**src/logic/dsw_defs.svh**
```systemverilog
// Constants of the serial write port: word layout, reset values, timing
`ifndef DSW_DEFS_SVH
`define DSW_DEFS_SVH
`define DSW_WORD_BITS 24
`define DSW_PAYLOAD_BITS 18
`define DSW_MODE_HI 17
`define DSW_MODE_LO 16
`define DSW_CODE_HI 15
`define DSW_CODE_LO 0
`define DSW_LAST_BIT 5'h17
`define DSW_CODE_ZERO 16'h0000
`define DSW_CODE_MID 16'h8000
`define DSW_CODE_FULL 16'hFFFF
`define DSW_MODE_RESET 2'h0
`define DSW_BUF_DEPTH 2
`define DSW_MCLK_MHZ 100
`define DSW_SCLK_MAX_MHZ 30
`define DSW_SYNC_HIGH_NS 33
`define DSW_SYNC_HIGH_CYC ((`DSW_SYNC_HIGH_NS * `DSW_MCLK_MHZ + 999) / 1000)
`endif

```
**src/logic/dsw_pkg.sv**
```systemverilog
// Types shared by the serial write port modules
package dsw_pkg;
  // Output stage modes carried in the two mode bits
  typedef enum logic [1:0] {
    PM_NORMAL = 2'h0,
    PM_FLOAT = 2'h1,
    PM_R100K = 2'h2,
    PM_R1K = 2'h3
  } dsw_pmode_t;
  // Frame receiver states, one-hot
  typedef enum logic [2:0] {
    ST_IDLE = 3'h1,
    ST_SHIFT = 3'h2,
    ST_DONE = 3'h4
  } dsw_state_t;
endpackage

```
**src/logic/dsw_word_if.sv**
```systemverilog
// Valid/ready word carrier between the receiver and its buffer
`timescale 1ns/1ps
`default_nettype none
interface dsw_word_if #(parameter int W = 18);
  logic [W-1:0] data;
  logic valid;
  logic ready;
  modport src (output data, output valid, input ready);
  modport snk (input data, input valid, output ready);
endinterface
`default_nettype wire

```
**src/logic/dsw_serial_port.sv**
```systemverilog
// Serial write port: frame receiver, word buffer and converter/mode registers
//
// Summary of operation
// - Shift data in on falling clock edges
// - Frame starts when frame-sync goes low
// - Apply word after the 24th clock
// - Early frame-sync rise aborts the frame
// - Converter code is 16-bit unsigned
// - Two mode bits choose output stage
// - Sixteen data bits follow the mode bits
// - Reset loads zero or midscale code
`include "dsw_defs.svh"
`timescale 1ns/1ps
`default_nettype none
module dsw_serial_port
  import dsw_pkg::*;
#(
  parameter bit RESET_MIDSCALE = 1'b0,
  parameter int WORD_BITS = `DSW_WORD_BITS
) (
  // Clock and reset
  input wire logic mclk,
  input wire logic rst,
  // Serial pins from the host
  input wire logic sclk,
  input wire logic syncN,
  input wire logic din,
  // Apply side
  input wire logic applyReady,
  output logic [15:0] dacCode,
  output dsw_pmode_t powerMode,
  output logic codeUpdate,
  output logic overrun
);
  // --------------------------------
  // Pin synchronisers
  // --------------------------------
  logic sclkMeta_q;  // First stage, read only by the second
  logic sclkSync_q;
  logic sclkPrev_q;  // For edge detection
  logic syncMeta_q;
  logic syncSync_q;
  logic syncPrev_q;
  logic dinMeta_q;
  logic dinSync_q;

  // Two flops per pin; the pins idle high for clock and frame-sync
  always_ff @(posedge mclk)
  begin
    if (rst)
    begin
      sclkMeta_q <= 1'b1;
      sclkSync_q <= 1'b1;
      sclkPrev_q <= 1'b1;
      syncMeta_q <= 1'b1;
      syncSync_q <= 1'b1;
      syncPrev_q <= 1'b1;
      dinMeta_q <= 1'b0;
      dinSync_q <= 1'b0;
    end
    else
    begin
      sclkMeta_q <= sclk;
      sclkSync_q <= sclkMeta_q;
      sclkPrev_q <= sclkSync_q;
      syncMeta_q <= syncN;
      syncSync_q <= syncMeta_q;
      syncPrev_q <= syncSync_q;
      dinMeta_q <= din;
      dinSync_q <= dinMeta_q;
    end
  end

  // Edges seen after synchronisation; data is delayed alike so it lines up
  // with the clock edge. The 30 MHz host limit leaves about three samples
  // per serial period, so short clock phases rely on the host's margins.
  logic sclkFall;
  logic syncFall;
  logic syncRise;
  assign sclkFall = sclkPrev_q & ~sclkSync_q;
  assign syncFall = syncPrev_q & ~syncSync_q;
  assign syncRise = ~syncPrev_q & syncSync_q;

  // --------------------------------
  // Frame receiver
  // --------------------------------
  dsw_state_t state_q;
  dsw_state_t state_d;
  logic [WORD_BITS-1:0] shift_q;  // Input shift register
  logic [4:0] bitCnt_q;  // Bits taken in this frame
  logic lastBit;

  assign lastBit = (bitCnt_q == `DSW_LAST_BIT);

  // Next state
  always_comb
  begin
    state_d = state_q;
    case (state_q)
      ST_IDLE:
      begin
        // Only a falling frame-sync opens a frame
        if (syncFall)
        begin
          state_d = ST_SHIFT;
        end
      end
      ST_SHIFT:
      begin
        if (syncRise)
        begin
          state_d = ST_IDLE;
        end
        else if (sclkFall && lastBit)
        begin
          state_d = ST_DONE;
        end
      end
      ST_DONE:
      begin
        // Extra clocks are ignored until frame-sync goes high again
        if (syncRise)
        begin
          state_d = ST_IDLE;
        end
      end
      default:
      begin
        state_d = ST_IDLE;
      end
    endcase
  end

  // State register
  always_ff @(posedge mclk)
  begin
    if (rst)
    begin
      state_q <= ST_IDLE;
    end
    else
    begin
      state_q <= state_d;
    end
  end

  // Shift register and bit count; a partial frame is cleared on abort
  always_ff @(posedge mclk)
  begin
    if (rst)
    begin
      shift_q <= '0;
      bitCnt_q <= '0;
    end
    else if (state_q != ST_SHIFT || syncRise)
    begin
      bitCnt_q <= '0;
      if (state_q == ST_IDLE || syncRise)
      begin
        shift_q <= '0;
      end
    end
    else if (sclkFall)
    begin
      // First bit ends in the top position
      shift_q <= {shift_q[WORD_BITS-2:0], dinSync_q};
      bitCnt_q <= bitCnt_q + 5'h01;
    end
  end

  // --------------------------------
  // Completed word into the buffer
  // --------------------------------
  dsw_word_if #(.W(`DSW_PAYLOAD_BITS)) pushIf ();
  dsw_word_if #(.W(`DSW_PAYLOAD_BITS)) popIf ();
  logic push_q;  // One-cycle push of a finished word
  logic [`DSW_PAYLOAD_BITS-1:0] pushData_q;
  logic complete;

  assign complete = (state_q == ST_SHIFT) && !syncRise && sclkFall && lastBit;

  // Capture mode bits and data, including the bit arriving now
  always_ff @(posedge mclk)
  begin
    if (rst)
    begin
      push_q <= 1'b0;
      pushData_q <= '0;
    end
    else
    begin
      push_q <= complete;
      if (complete)
      begin
        pushData_q <= {shift_q[`DSW_PAYLOAD_BITS-2:0], dinSync_q};
      end
    end
  end

  assign pushIf.valid = push_q;
  assign pushIf.data = pushData_q;

  dsw_word_buf #(
    .W(`DSW_PAYLOAD_BITS),
    .DEPTH(`DSW_BUF_DEPTH)
  ) u_buf (
    .mclk(mclk),
    .rst(rst),
    .wr(pushIf),
    .rd(popIf)
  );

  // The host cannot be stalled; a word meeting a full buffer is dropped
  // and flagged, sticky until reset
  always_ff @(posedge mclk)
  begin
    if (rst)
    begin
      overrun <= 1'b0;
    end
    else if (push_q && !pushIf.ready)
    begin
      overrun <= 1'b1;
    end
  end

  // --------------------------------
  // Converter and mode registers
  // --------------------------------
  logic apply;
  assign popIf.ready = applyReady;
  assign apply = popIf.valid & applyReady;

  // Reset code holds until the first complete frame is applied
  always_ff @(posedge mclk)
  begin
    if (rst)
    begin
      dacCode <= RESET_MIDSCALE ? `DSW_CODE_MID : `DSW_CODE_ZERO;
      powerMode <= PM_NORMAL;
      codeUpdate <= 1'b0;
    end
    else
    begin
      codeUpdate <= apply;
      if (apply)
      begin
        // Full 16-bit unsigned code, 0000 zero scale to FFFF full scale
        dacCode <= popIf.data[`DSW_CODE_HI:`DSW_CODE_LO];
        powerMode <= dsw_pmode_t'(popIf.data[`DSW_MODE_HI:`DSW_MODE_LO]);
      end
    end
  end
endmodule
`default_nettype wire

```
**src/logic/dsw_word_buf.sv**
```systemverilog
// Two-entry valid/ready buffer for completed words
`timescale 1ns/1ps
`default_nettype none
module dsw_word_buf #(
  parameter int W = 18,
  parameter int DEPTH = 2
) (
  // Clock and reset
  input wire logic mclk,
  input wire logic rst,
  // Filling side
  dsw_word_if.snk wr,
  // Draining side
  dsw_word_if.src rd
);
  localparam int AW = (DEPTH > 1) ? $clog2(DEPTH) : 1;
  logic [W-1:0] mem_q [DEPTH];  // Storage cells
  logic [AW-1:0] wrPtr_q;  // Next cell to fill
  logic [AW-1:0] rdPtr_q;  // Oldest cell
  logic [AW:0] count_q;  // Words held
  logic doWr;
  logic doRd;

  // --------------------------------
  // Handshakes
  // --------------------------------
  // Full and empty come straight from the count, so they never lie
  // The count is one bit wider than a pointer so that a full buffer is told apart
  assign wr.ready = (count_q != (AW+1)'(DEPTH));
  assign rd.valid = (count_q != '0);
  assign rd.data = mem_q[rdPtr_q];
  assign doWr = wr.valid & wr.ready;
  assign doRd = rd.valid & rd.ready;

  // Storage write
  always_ff @(posedge mclk)
  begin
    if (doWr)
    begin
      mem_q[wrPtr_q] <= wr.data;
    end
  end

  // Pointers wrap at the depth
  always_ff @(posedge mclk)
  begin
    if (rst)
    begin
      wrPtr_q <= '0;
      rdPtr_q <= '0;
    end
    else
    begin
      if (doWr)
      begin
        wrPtr_q <= (wrPtr_q == AW'(DEPTH - 1)) ? '0 : wrPtr_q + 1'b1;
      end
      if (doRd)
      begin
        rdPtr_q <= (rdPtr_q == AW'(DEPTH - 1)) ? '0 : rdPtr_q + 1'b1;
      end
    end
  end

  // Occupancy
  always_ff @(posedge mclk)
  begin
    if (rst)
    begin
      count_q <= '0;
    end
    else if (doWr && !doRd)
    begin
      count_q <= count_q + 1'b1;
    end
    else if (doRd && !doWr)
    begin
      count_q <= count_q - 1'b1;
    end
  end
endmodule
`default_nettype wire

```
**config.mk**
```make
export PLATFORM = sky130hd
export DESIGN_NAME = dsw_serial_port
export DESIGN_NICKNAME = d
export VERILOG_FILES = /design/src/logic/dsw_pkg.sv /design/src/logic/dsw_word_if.sv /design/src/logic/dsw_serial_port.sv /design/src/logic/dsw_word_buf.sv
export VERILOG_INCLUDE_DIRS = /design/src /design/src/logic
export SDC_FILE = /design/constraint.sdc
export NUM_CORES = 1
export LEC_CHECK = 0
export BUFFER_PORTS_ARGS = -buffer_cell sky130_fd_sc_hd__buf_2
export CAP_MARGIN = 10
export CORE_ASPECT_RATIO = 0.8
export CORE_MARGIN = 1.5
export CORE_UTILIZATION = 30
export DETAILED_ROUTE_END_ITERATION = 10
export PLACE_DENSITY = 0.49
export SYNTH_ARGS = -nofsm -noshare
export SYNTH_HDL_FRONTEND = slang
export SYNTH_SLANG_ARGS = --single-unit
```
**constraint.sdc**
```tcl
create_clock -name mclk -period 3.3 [get_ports mclk]
set_input_delay 0.165 -clock mclk [delete_from_list [all_inputs] [get_ports mclk]]
set_output_delay 0.165 -clock mclk [all_outputs]
set_load 0.05 [all_outputs]
```
==> run summary, run 1 <==
status = finished clean
busiest layer in global routing = met2
setup repair after global routing missed its margin = no
actual transition at the worst max-transition pin = 0.951 ns
combined global-route utilization of all metal layers = 0.112
combinational fraction of design power = 0.096
detailed-route vias per instance = 4.39
dominant cell type by area after synthesis = dfxtp_1
relative contribution of the clock network to total power = 0.369
die outline width = 136 um
number of buffers added by the clock tree synthesis step = 9
CORE AREA = 0.0137 mm^2
post-synthesis instance total = 352
met3 Resource Use GR = 0.0360
Syn Nets = 360
Inserted Diodes = 0
fraction of the mapped netlist area in compound gates = 0.0568
area share of the largest cell type after synthesis = 0.356
flip-flop cell with the highest count after synthesis = dfxtp_1
placed cell count = 539
critical-path maximum fanout = 19
count of nets left with antenna violations after detail routing = 0
number of resized instances in the post-cts repair step = 0
switching share of power = 0.254
residual overflow from global routing = 0
total number of vias = 2440
CTS Root Buffer Type = clkbuf_16
Synth Warn # = 0
Flop pwr share = 0.535
clock period minus worst slack = 2.01 ns
Pre-Repair DR Iteration Count = 4
leakage power figure = 1.75 nW
number of levels the H-tree was split into = 3
post-synthesis average cell area = 12.1 um^2
sequential fraction of the synthesis area = 0.609
post-DR wirelength/cell = 13.6 um
most area-consuming cells after synthesis = dfxtp_1 (36%), edfxtp_1 (25%), mux2i_1 (12%), nand2b_1 (5.9%), a211oi_1 (3.5%)
initial core utilization = 0.311
RD Place Congestion = 0.735
final count of pins violating max slew = 0
layout cell share with drive strength beyond 1 = 0.144
I/O Buffers = 25
area delta synth->final = 13.1%
post-synthesis share of cell area spent on and, or, nand and nor gates = 0.162
Final Skew = 0.00759 ns
half-perimeter wire length after placement = 4770 um
fraction of met2 tracks used by global routing = 0.160
portion of netlist area occupied by mux cells = 0.124
Switch Pwr = 0.695 mW
synthesized-area fraction occupied by adder cells = 0.00585
part of the cycle the worst path needs = 0.608
share of the synthesized netlist area taken by xor and xnor gates = 0.0123
Cell Rows = 38
worst-case vdd ir drop = 250 uV
startpoint kind of the worst setup timing path = flop
number of violations of the max-capacitance limit = 0
total power = 2.74 mW
clock-pin slew on the worst setup and hold paths = 0.07 ns
element type at the critical path end = flop
total die area = 0.0150 mm^2
required time worst endpoint = 3.57 ns
power per cell area = 567 mW/mm^2
Clk Latency, worst-skew pair = 0.35 ns
global-route wire length before repair = 12500 um
dominant combinational cell family by area after synthesis = simple AND/OR/NAND/NOR gates
met1 track demand over resource = 0.155
post-route non-filler standard cell count = 556
DR iter-0 viols = 90
final total negative setup slack = 0 ns
vias in the first global route = 2377
TritonCTS clock tree = done
normalized max-slew margin = 0.366
number of enable flip-flop cells after synthesis = 36
distinct cell type count after synthesis = 36
setup violators final = 0
fraction of registers with async set or reset after synthesis = 0
Fmax achieved = 498 MHz
critical path arrival = 2.28 ns
number of clock sinks = 112
critical setup path kind = flop to flop
post-synthesis instance area = 0.00427 mm^2
Pint = 2.04 mW
endpoints failing hold = 0
maximum number of pins on one net before global-route repair = 60
number of top-level pins = 26
number of antenna violations at the first check in global routing = 0
Final nets = 379
drt drc = 0
class of the worst hold path = primary input to flop
sum of routed wire length over all layers = 7540 um
Die Height = 110 um
post-synthesis register bit count = 112
clock tree buffer depth = 2
worst max-delay path: stages (launching register included):
cell and delay [ns]:
dfxtp_1 0.44, or3b_1 0.63, nor4_4 0.34, buf_4 0.29
mux2i_1 0.23
kinds of logic after synthesis:
family,Yosys count
AOI/OAI and AO/OA,35
xor gates and xnor gates,6
adders and majority gates,2
buffers and inverters,28
DFF,112
muxes,53
and+or+nand+nor,116
layout by cell type (no fill, tap or decap), types with 6 or more instances in the layout:
| cell | count |
|---|---|
| nor2b_1 | 7 |
| or2_2 | 7 |
| nor2_1 | 25 |
| buf_2 | 25 |
| clkbuf_16 | 9 |
| edfxtp_1 | 36 |
| or3_1 | 22 |
| a21oi_1 | 6 |
| dfxtp_1 | 76 |
| a211oi_1 | 20 |
| nand2b_1 | 40 |
| mux2i_1 | 53 |
power by group through the flow:
stage               clock (mW)  sequential, mW  combinational (mW)
detailed placement           0            1.50               0.265
CTS                       1.05            1.47               0.267
global route              1.10            1.47               0.287
floorplan                    0            1.59               0.122
finish                    1.01            1.46               0.263
global placement             0            1.50               0.263
Yosys cell counts (2+ instances only):
master,n
a21oi_1,6
or2_2,7
nor3b_1,2
ha_1,2
o21ai_0,4
inv_1,5
nor2_1,25
nand3b_1,2
dfxtp_1,76
a211oi_1,20
mux2i_1,53
buf_2,4
buf_6,2
nand4b_1,2
xor2_1,4
xnor2_1,2
or3_1,22
nand2_1,2
clkbuf_1,15
edfxtp_1,36
nand2b_1,40
nor2b_1,7
flip-flops by register name (all words and copies together), names as in the netlist:
signal         flops
state_q            3
syncSync_q         1
u_buf.wrPtr_q      1
pushData_q        18
sclkMeta_q         1
codeUpdate         1
bitCnt_q           5
dacCode           16
u_buf.rdPtr_q      1
powerMode          2
dinSync_q          1
sclkPrev_q         1
dinMeta_q          1
syncMeta_q         1
u_buf.mem_q       36
overrun            1
pushIf.valid       1
syncPrev_q         1
sclkSync_q         1
u_buf.count_q      2
shift_q           17
timing repair:
action                    CTS  global route
buffers inserted            0             0
hold buffers                1             0
hold endpoints to repair    1             0
final timing paths:
path,startpoint,to,slack [ns],cells past startpoint
worst max-delay path,state_q[1],pushData_q[10],1.29,4
worst min-delay path,din,dinMeta_q,0.02,2
worst max register to register,state_q[1],pushData_q[10],1.29,4
worst min register to register,syncMeta_q,syncSync_q,0.42,1
per-stage QoR:
step / hold WS (ns) / setup WS [ns] / instance area [um^2] / utilization
finish: 0.0223 / 1.29 / 4830 / 0.352
global route: 0.0239 / 1.13 / 4830 / 0.352
CTS: 0.0147 / 1.28 / 4830 / 0.352
detailed placement: 0.360 / 1.32 / 4550 / 0.331
global placement: 0.358 / 1.38 / 4550 / 0.331
floorplan: 0.269 / 1.26 / 4270 / -
cell type report:
type                       count  area [um^2]
clock inverter                 6         43.8
sequential                   112         2600
tap                          180          225
clock buffer                  10          229
fill                        1348         8910
multi-input combinational    212         1540
timing repair buffer          31          173
inverter                       5         18.8
routing by layer:
layer  wire, um  vias to the layer above
met5          0                        -
met4        132                        0
met3        249                        9
met2       3030                       30
met1       4130                     1115
li1           -                     1286
(Power assumes the default switching activity.)
==> inputs of run 2 (changes only) <==
PLACE_DENSITY = 0.51   (was 0.49)
clock period = 1.7 ns   (was 3.3 ns; I/O delays follow)
==> run 2 against run 1 <==
  * Die area stayed put
  * Sequential share of layout area is 1.9 points lower
  * Wire length decreased by 1.6%
  * Largest power group unchanged
  * Critical path depth did not move
  * Critical path type unchanged
==> run summary, run 2 (synthesized netlist as in run 1, its figures left out) <==
number of buffers added by the clock tree synthesis step = 9
area delta synth->final = 17.3%
layout cell share with drive strength beyond 1 = 0.172
required time worst endpoint = 1.97 ns
number of antenna violations at the first check in global routing = 0
initial core utilization = 0.311
reg2reg path depth = 4
RD Place Congestion = 0.714
vias in the first global route = 2296
number of clock sinks = 112
I/O Buffers = 25
r2r setup slk = 0.14 ns
critical setup path kind = flop to flop
post-route non-filler standard cell count = 569
detailed-route vias per instance = 4.47
post-DR wirelength/cell = 13.0 um
startpoint kind of the worst setup timing path = flop
Final Skew = 0.00667 ns
clock-pin slew on the worst setup and hold paths = 0.07 ns
die outline width = 136 um
element type at the critical path end = flop
global-route wire length before repair = 11900 um
power per cell area = 1100 mW/mm^2
Largest delay share family, worst path = simple AND/OR/NAND/NOR gates
# Post-CTS Setup Buffers = 0
Die Height = 110 um
CTS Root Buffer Type = clkbuf_16
number of inserted filler cells in the final layout = 1324
half-perimeter wire length after placement = 4840 um
buffers and inverters on the worst path = 1
residual overflow from global routing = 0
top register by number of flip-flops = u_buf.mem_q
Cell Rows = 38
depth of the worst hold-timing path = 4
most frequent standard cell in the layout excluding fill and tap cells = dfxtp_1
cell area after placement = 0.00467 mm^2
worst r2r dst = shift_q[6]
number of flip-flops under the largest register name = 36
worst-case vdd ir drop = 583 uV
CORE AREA = 0.0137 mm^2
Pre-Repair DR Iteration Count = 4
actual transition at the worst max-transition pin = 0.528 ns
status = finished clean
Inserted Diodes = 0
multi-input combinational cell area = 0.00155 mm^2
Clk Latency, worst-skew pair = 0.35 ns
master of the slowest instance on the critical path = or3b_1
normalized max-slew margin = 0.648
Fmax achieved = 641 MHz
drt drc = 0
class of the worst hold path = primary input to flop
DR iter-0 viols = 166
worst reg2reg startpoint = state_q[0]
sum of routed wire length over all layers = 7410 um
largest stage delay on the critical path = 0.44 ns
critical-path maximum fanout = 17
part of the cycle the worst path needs = 0.918
combined global-route utilization of all metal layers = 0.105
number of top-level pins = 26
setup repair after global routing missed its margin = no
cells along the critical path = or3b_1, buf_4, or3_1, mux2i_1
end point of the worst hold path = codeUpdate
total number of vias = 2544
TritonCTS clock tree = done
number of levels the H-tree was split into = 3
number of violations of the max-capacitance limit = 0
final total negative setup slack = 0 ns
setup violators final = 0
critical path arrival = 1.83 ns
biggest registers after layout = u_buf.mem_q x36, pushData_q x18, shift_q x17
total die area = 0.0150 mm^2
endpoints failing hold = 0
commonest non-fill, non-tap cells in the layout = dfxtp_1 (75), mux2i_1 (53), nand2b_1 (40)
register area = 0.00260 mm^2
leakage power figure = 1.84 nW
clock period minus worst slack = 1.56 ns
final count of pins violating max slew = 0
placed cell count = 550
source of the worst hold timing path = applyReady
final design area excluding fillers = 0.00501 mm^2
count of nets left with antenna violations after detail routing = 0
Final nets = 392
clock tree buffer depth = 2
maximum number of pins on one net before global-route repair = 38
-- run 2: cell count changes in the layout (fill, tap and decap cells not counted), sizes merged --
| cell | previous run | this run |
|---|---|---|
| buf | 30 | 41 |
| clkinv | 4 | 1 |
| dlygate4sd3 | 1 | 3 |
| bufinv | 0 | 1 |
| clkbuf | 10 | 11 |
| inv | 6 | 7 |
-- run 2: area by class of cell --
class                           instances  share of cell area
Clock buffer                           11              0.0484
Clock inverter                          5              0.0127
Inverter                                5             0.00374
Multi-Input combinational cell        212               0.308
Sequential cell                       112               0.519
Tap cell                              180              0.0449
Timing Repair Buffer                   44              0.0624
-- run 2: power breakdown --
group / switching (mW) / total, mW / internal [mW]
Clock: 0.958 / 2.16 / 1.20
Combinational: 0.352 / 0.523 / 0.171
Sequential: 0.0350 / 2.84 / 2.81
-- run 2: layer usage --
metal,GRT usage,vias to the layer above,wire length (um)
li1,-,1310,-
met1,0.144,1193,3940
met2,0.152,30,3110
met3,0.0346,11,239
met4,0.0433,0,127
met5,0,-,0
-- run 2: worst register-to-register path, cell delays in order, from the launching register on --
cell	delay [ns]
dfxtp_1	0.31
or3b_1	0.44
buf_4	0.21
or3_1	0.39
mux2i_1	0.15
-- run 2: what timing repair did --
item / 4_1_cts / 5_1_grt
resized for setup: 0 / 1
hold buffers: 3 / 0
endpoints found under the hold margin: 3 / 0
setup endpoints to repair: 0 / 1
-- run 2: how the worst max path moves through the flow --
stage,slack [ns],start,cells after the start,endpoint
2_1_floorplan,0.0008,state_q[1],6,pushData_q[10]
3_3_place_gp,0.17,u_buf.count_q[1],5,u_buf.count_q[1]
3_5_place_dp,0.14,u_buf.count_q[1],5,u_buf.count_q[1]
4_1_cts,0.12,u_buf.count_q[1],5,u_buf.count_q[1]
5_1_grt,0.01,bitCnt_q[0],5,pushData_q[7]
6_report,0.14,state_q[0],4,shift_q[6]
-- run 2: metrics by stage --
step | total power [mW] | setup slack [ns] | hold WS [ns] | util
floorplan | 3.33 | 0.000836 | 0.189 | -
global placement | 3.42 | 0.169 | 0.266 | 0.340
detailed placement | 3.43 | 0.135 | 0.276 | 0.340
CTS | 5.60 | 0.117 | 0.104 | 0.365
global route | 5.75 | 0.0146 | 0.116 | 0.365
finish | 5.52 | 0.140 | 0.118 | 0.365
==> inputs of run 3 (changes only) <==
SYNTH_HIERARCHICAL = 1   (was unset)
==> run 3 against run 2 <==
  * Fmax decreased by 0.91%
  * Global-route usage grew 0.39 points
  * Setup slack got worse by 0.014 ns
  * Sequential share of layout area down 2.4 points
  * Flip-flop and latch count grew 1
  * Critical path type unchanged
==> run summary, run 3 <==
number of levels the H-tree was split into = 4
post-synthesis register bit count = 113
required time worst endpoint = 2.03 ns
Clk Latency, worst-skew pair = 0.40 ns
portion of netlist area occupied by mux cells = 0.0910
most frequent standard cell in the layout excluding fill and tap cells = dfxtp_1
clock-pin slew on the worst setup and hold paths = 0.06 ns
I/O Buffers = 25
total power = 6.46 mW
post-synthesis average cell area = 11.2 um^2
critical setup path kind = flop to flop
number of antenna violations at the first check in global routing = 0
RD Place Congestion = 0.675
drt drc = 0
number of buffers added to fix hold violations after cts = 3
sum of routed wire length over all layers = 7150 um
global-route wire length before repair = 12500 um
final design area excluding fillers = 0.00530 mm^2
Final nets = 432
endpoints failing hold = 0
number of violations of the max-capacitance limit = 0
commonest cells in the netlist = dfxtp_1 (77), nand2_1 (55), nand2b_1 (42)
end point of the worst hold path = dinMeta_q
normalized max-slew margin = 0.753
CTS Root Buffer Type = clkbuf_16
post-synthesis instance area = 0.00432 mm^2
number of clock sinks = 113
worst-case vdd ir drop = 943 uV
count of nets left with antenna violations after detail routing = 0
setup repair after global routing missed its margin = no
Cell Rows = 38
DR iter-0 viols = 102
most area-consuming cells after synthesis = dfxtp_1 (36%), edfxtp_1 (25%), nand2b_1 (6.1%), nand2_1 (4.8%), mux2_2 (4.7%)
number of buffers added by the clock tree synthesis step = 17
cell area after placement = 0.00471 mm^2
CORE AREA = 0.0138 mm^2
PnR worst setup slack = 0.126 ns
source of the worst hold timing path = rst
number of enable flip-flop cells after synthesis = 36
clock period minus worst slack = 1.57 ns
area delta synth->final = 22.7%
flip-flop cell with the highest count after synthesis = dfxtp_1
post-synthesis share of cell area spent on and, or, nand and nor gates = 0.180
final count of pins violating max slew = 0
maximum number of pins on one net before global-route repair = 37
part of the cycle the worst path needs = 0.926
fraction of registers with async set or reset after synthesis = 0
critical path arrival = 1.91 ns
Fin Hold WS = 0.0597 ns
fraction of the mapped netlist area in compound gates = 0.0699
power per cell area = 1220 mW/mm^2
sequential fraction of the synthesis area = 0.608
die outline width = 137 um
vias in the first global route = 2589
leakage power figure = 1.96 nW
class of the worst hold path = primary input to flop
number of resized instances in the post-cts repair step = 0
dominant combinational cell family by area after synthesis = simple AND/OR/NAND/NOR gates
biggest registers after layout = u_buf/mem_q x36, pushData_q x18, shift_q x17
master of the slowest instance on the critical path = dfxtp_1
post-route non-filler standard cell count = 617
Final Skew = 0.00681 ns
residual overflow from global routing = 0
final core area utilization = 0.384
number of inserted filler cells in the final layout = 1345
Synth Warn # = 6
post-DR wirelength/cell = 11.6 um
post-synthesis instance total = 384
combined global-route utilization of all metal layers = 0.109
setup violators final = 0
r2r setup slk = 0.13 ns
TritonCTS clock tree = done
detailed-route vias per instance = 4.21
top register by number of flip-flops = u_buf/mem_q
clock tree buffer depth = 2
Inserted Diodes = 0
worst r2r dst = u_buf/count_q[1]
placed cell count = 582
Fmax achieved = 635 MHz
initial core utilization = 0.313
worst reg2reg startpoint = u_buf/count_q[0]
half-perimeter wire length after placement = 4620 um
final total negative setup slack = 0 ns
area share of the largest cell type after synthesis = 0.357
Pre-Repair DR Iteration Count = 4
total number of vias = 2595
commonest non-fill, non-tap cells in the layout = dfxtp_1 (77), nand2_1 (55), nand2b_1 (42)
number of flip-flops under the largest register name = 36
reg2reg path depth = 4
# Post-CTS Setup Buffers = 0
cells along the critical path = o21ai_0, ha_1, or3_1, a21oi_1
dominant cell type by area after synthesis = dfxtp_1
depth of the worst hold-timing path = 2
share of the synthesized netlist area taken by xor and xnor gates = 0.0142
total die area = 0.0151 mm^2
status = finished clean
actual transition at the worst max-transition pin = 0.366 ns
Place WS = 0.130 ns
element type at the critical path end = flop
distinct cell type count after synthesis = 37
Syn Nets = 392
number of top-level pins = 26
critical-path maximum fanout = 5
largest stage delay on the critical path = 0.35 ns
most frequent cell after synthesis = dfxtp_1
startpoint kind of the worst setup timing path = flop
layout cell share with drive strength beyond 1 = 0.252
Die Height = 110 um
synthesized-area fraction occupied by adder cells = 0.00580
run 3: cell count changes in the layout (fill, tap and decap cells not counted), sizes merged, moves of 3 or more:
cell and change:
clkinv +5, a21oi +33, or3 -20, nand2 +53, clkbuf +6, mux2i -34, a211oi -19, clkinvlp +3
mux2 +18, nor2 +5
run 3: logic make-up (layout without fill, tap and decap cells):
group,Yosys count,count (layout)
adders and majority gates,2,2
DFF,113,113
muxes,37,37
buffers and inverters,24,77
AOI/OAI and AO/OA,46,46
and+or+nand+nor,155,155
xor gates and xnor gates,7,7
run 3: how the worst max path moves through the flow:
stage | start | endpoint | slack [ns] | depth (start not counted)
6_report | u_buf/count_q[0] | u_buf/count_q[1] | 0.13 | 4
3_3_place_gp | u_buf/count_q[0] | u_buf/count_q[1] | 0.20 | 5
4_1_cts | u_buf/count_q[0] | u_buf/count_q[1] | 0.12 | 4
5_1_grt | u_buf/count_q[0] | u_buf/count_q[1] | 0.04 | 4
2_1_floorplan | state_q[2] | shift_q[10] | 0.16 | 7
3_5_place_dp | u_buf/count_q[0] | u_buf/count_q[1] | 0.13 | 4
run 3: worst max-delay path, delay by kind of cell (launching register included):
family / cells / cell delay [ns]
AND/OR/NAND/NOR: 1 / 0.35
adder cells (fa/ha/maj): 1 / 0.34
AO/OA/AOI/OAI: 2 / 0.47
flip-flops: 1 / 0.35
run 3: area by class of cell:
type	count	area [um^2]	share of cell area
inverter	2	7.51	0.00142
tap	180	225	0.0425
sequential	113	2620	0.495
clock inverter	15	135	0.0255
timing repair buffer	43	318	0.0600
multi-input combinational	247	1560	0.295
clock buffer	17	425	0.0803
run 3: power by group:
| part | total, mW | internal, mW | switching [mW] |
|---|---|---|---|
| Combinational | 0.331 | 0.133 | 0.199 |
| Sequential | 2.85 | 2.82 | 0.0299 |
| Clock | 3.28 | 2.02 | 1.26 |
| Total | 6.46 | 4.97 | 1.49 |
run 3: metal layers:
layer / vias to the layer above / global-route usage / part of all wire
li1: 1383 / - / -
met1: 1162 / 0.141 / 0.53
met2: 41 / 0.164 / 0.42
met3: 9 / 0.0370 / 0.034
met4: 0 / 0.0541 / 0.014
met5: - / 0 / 0
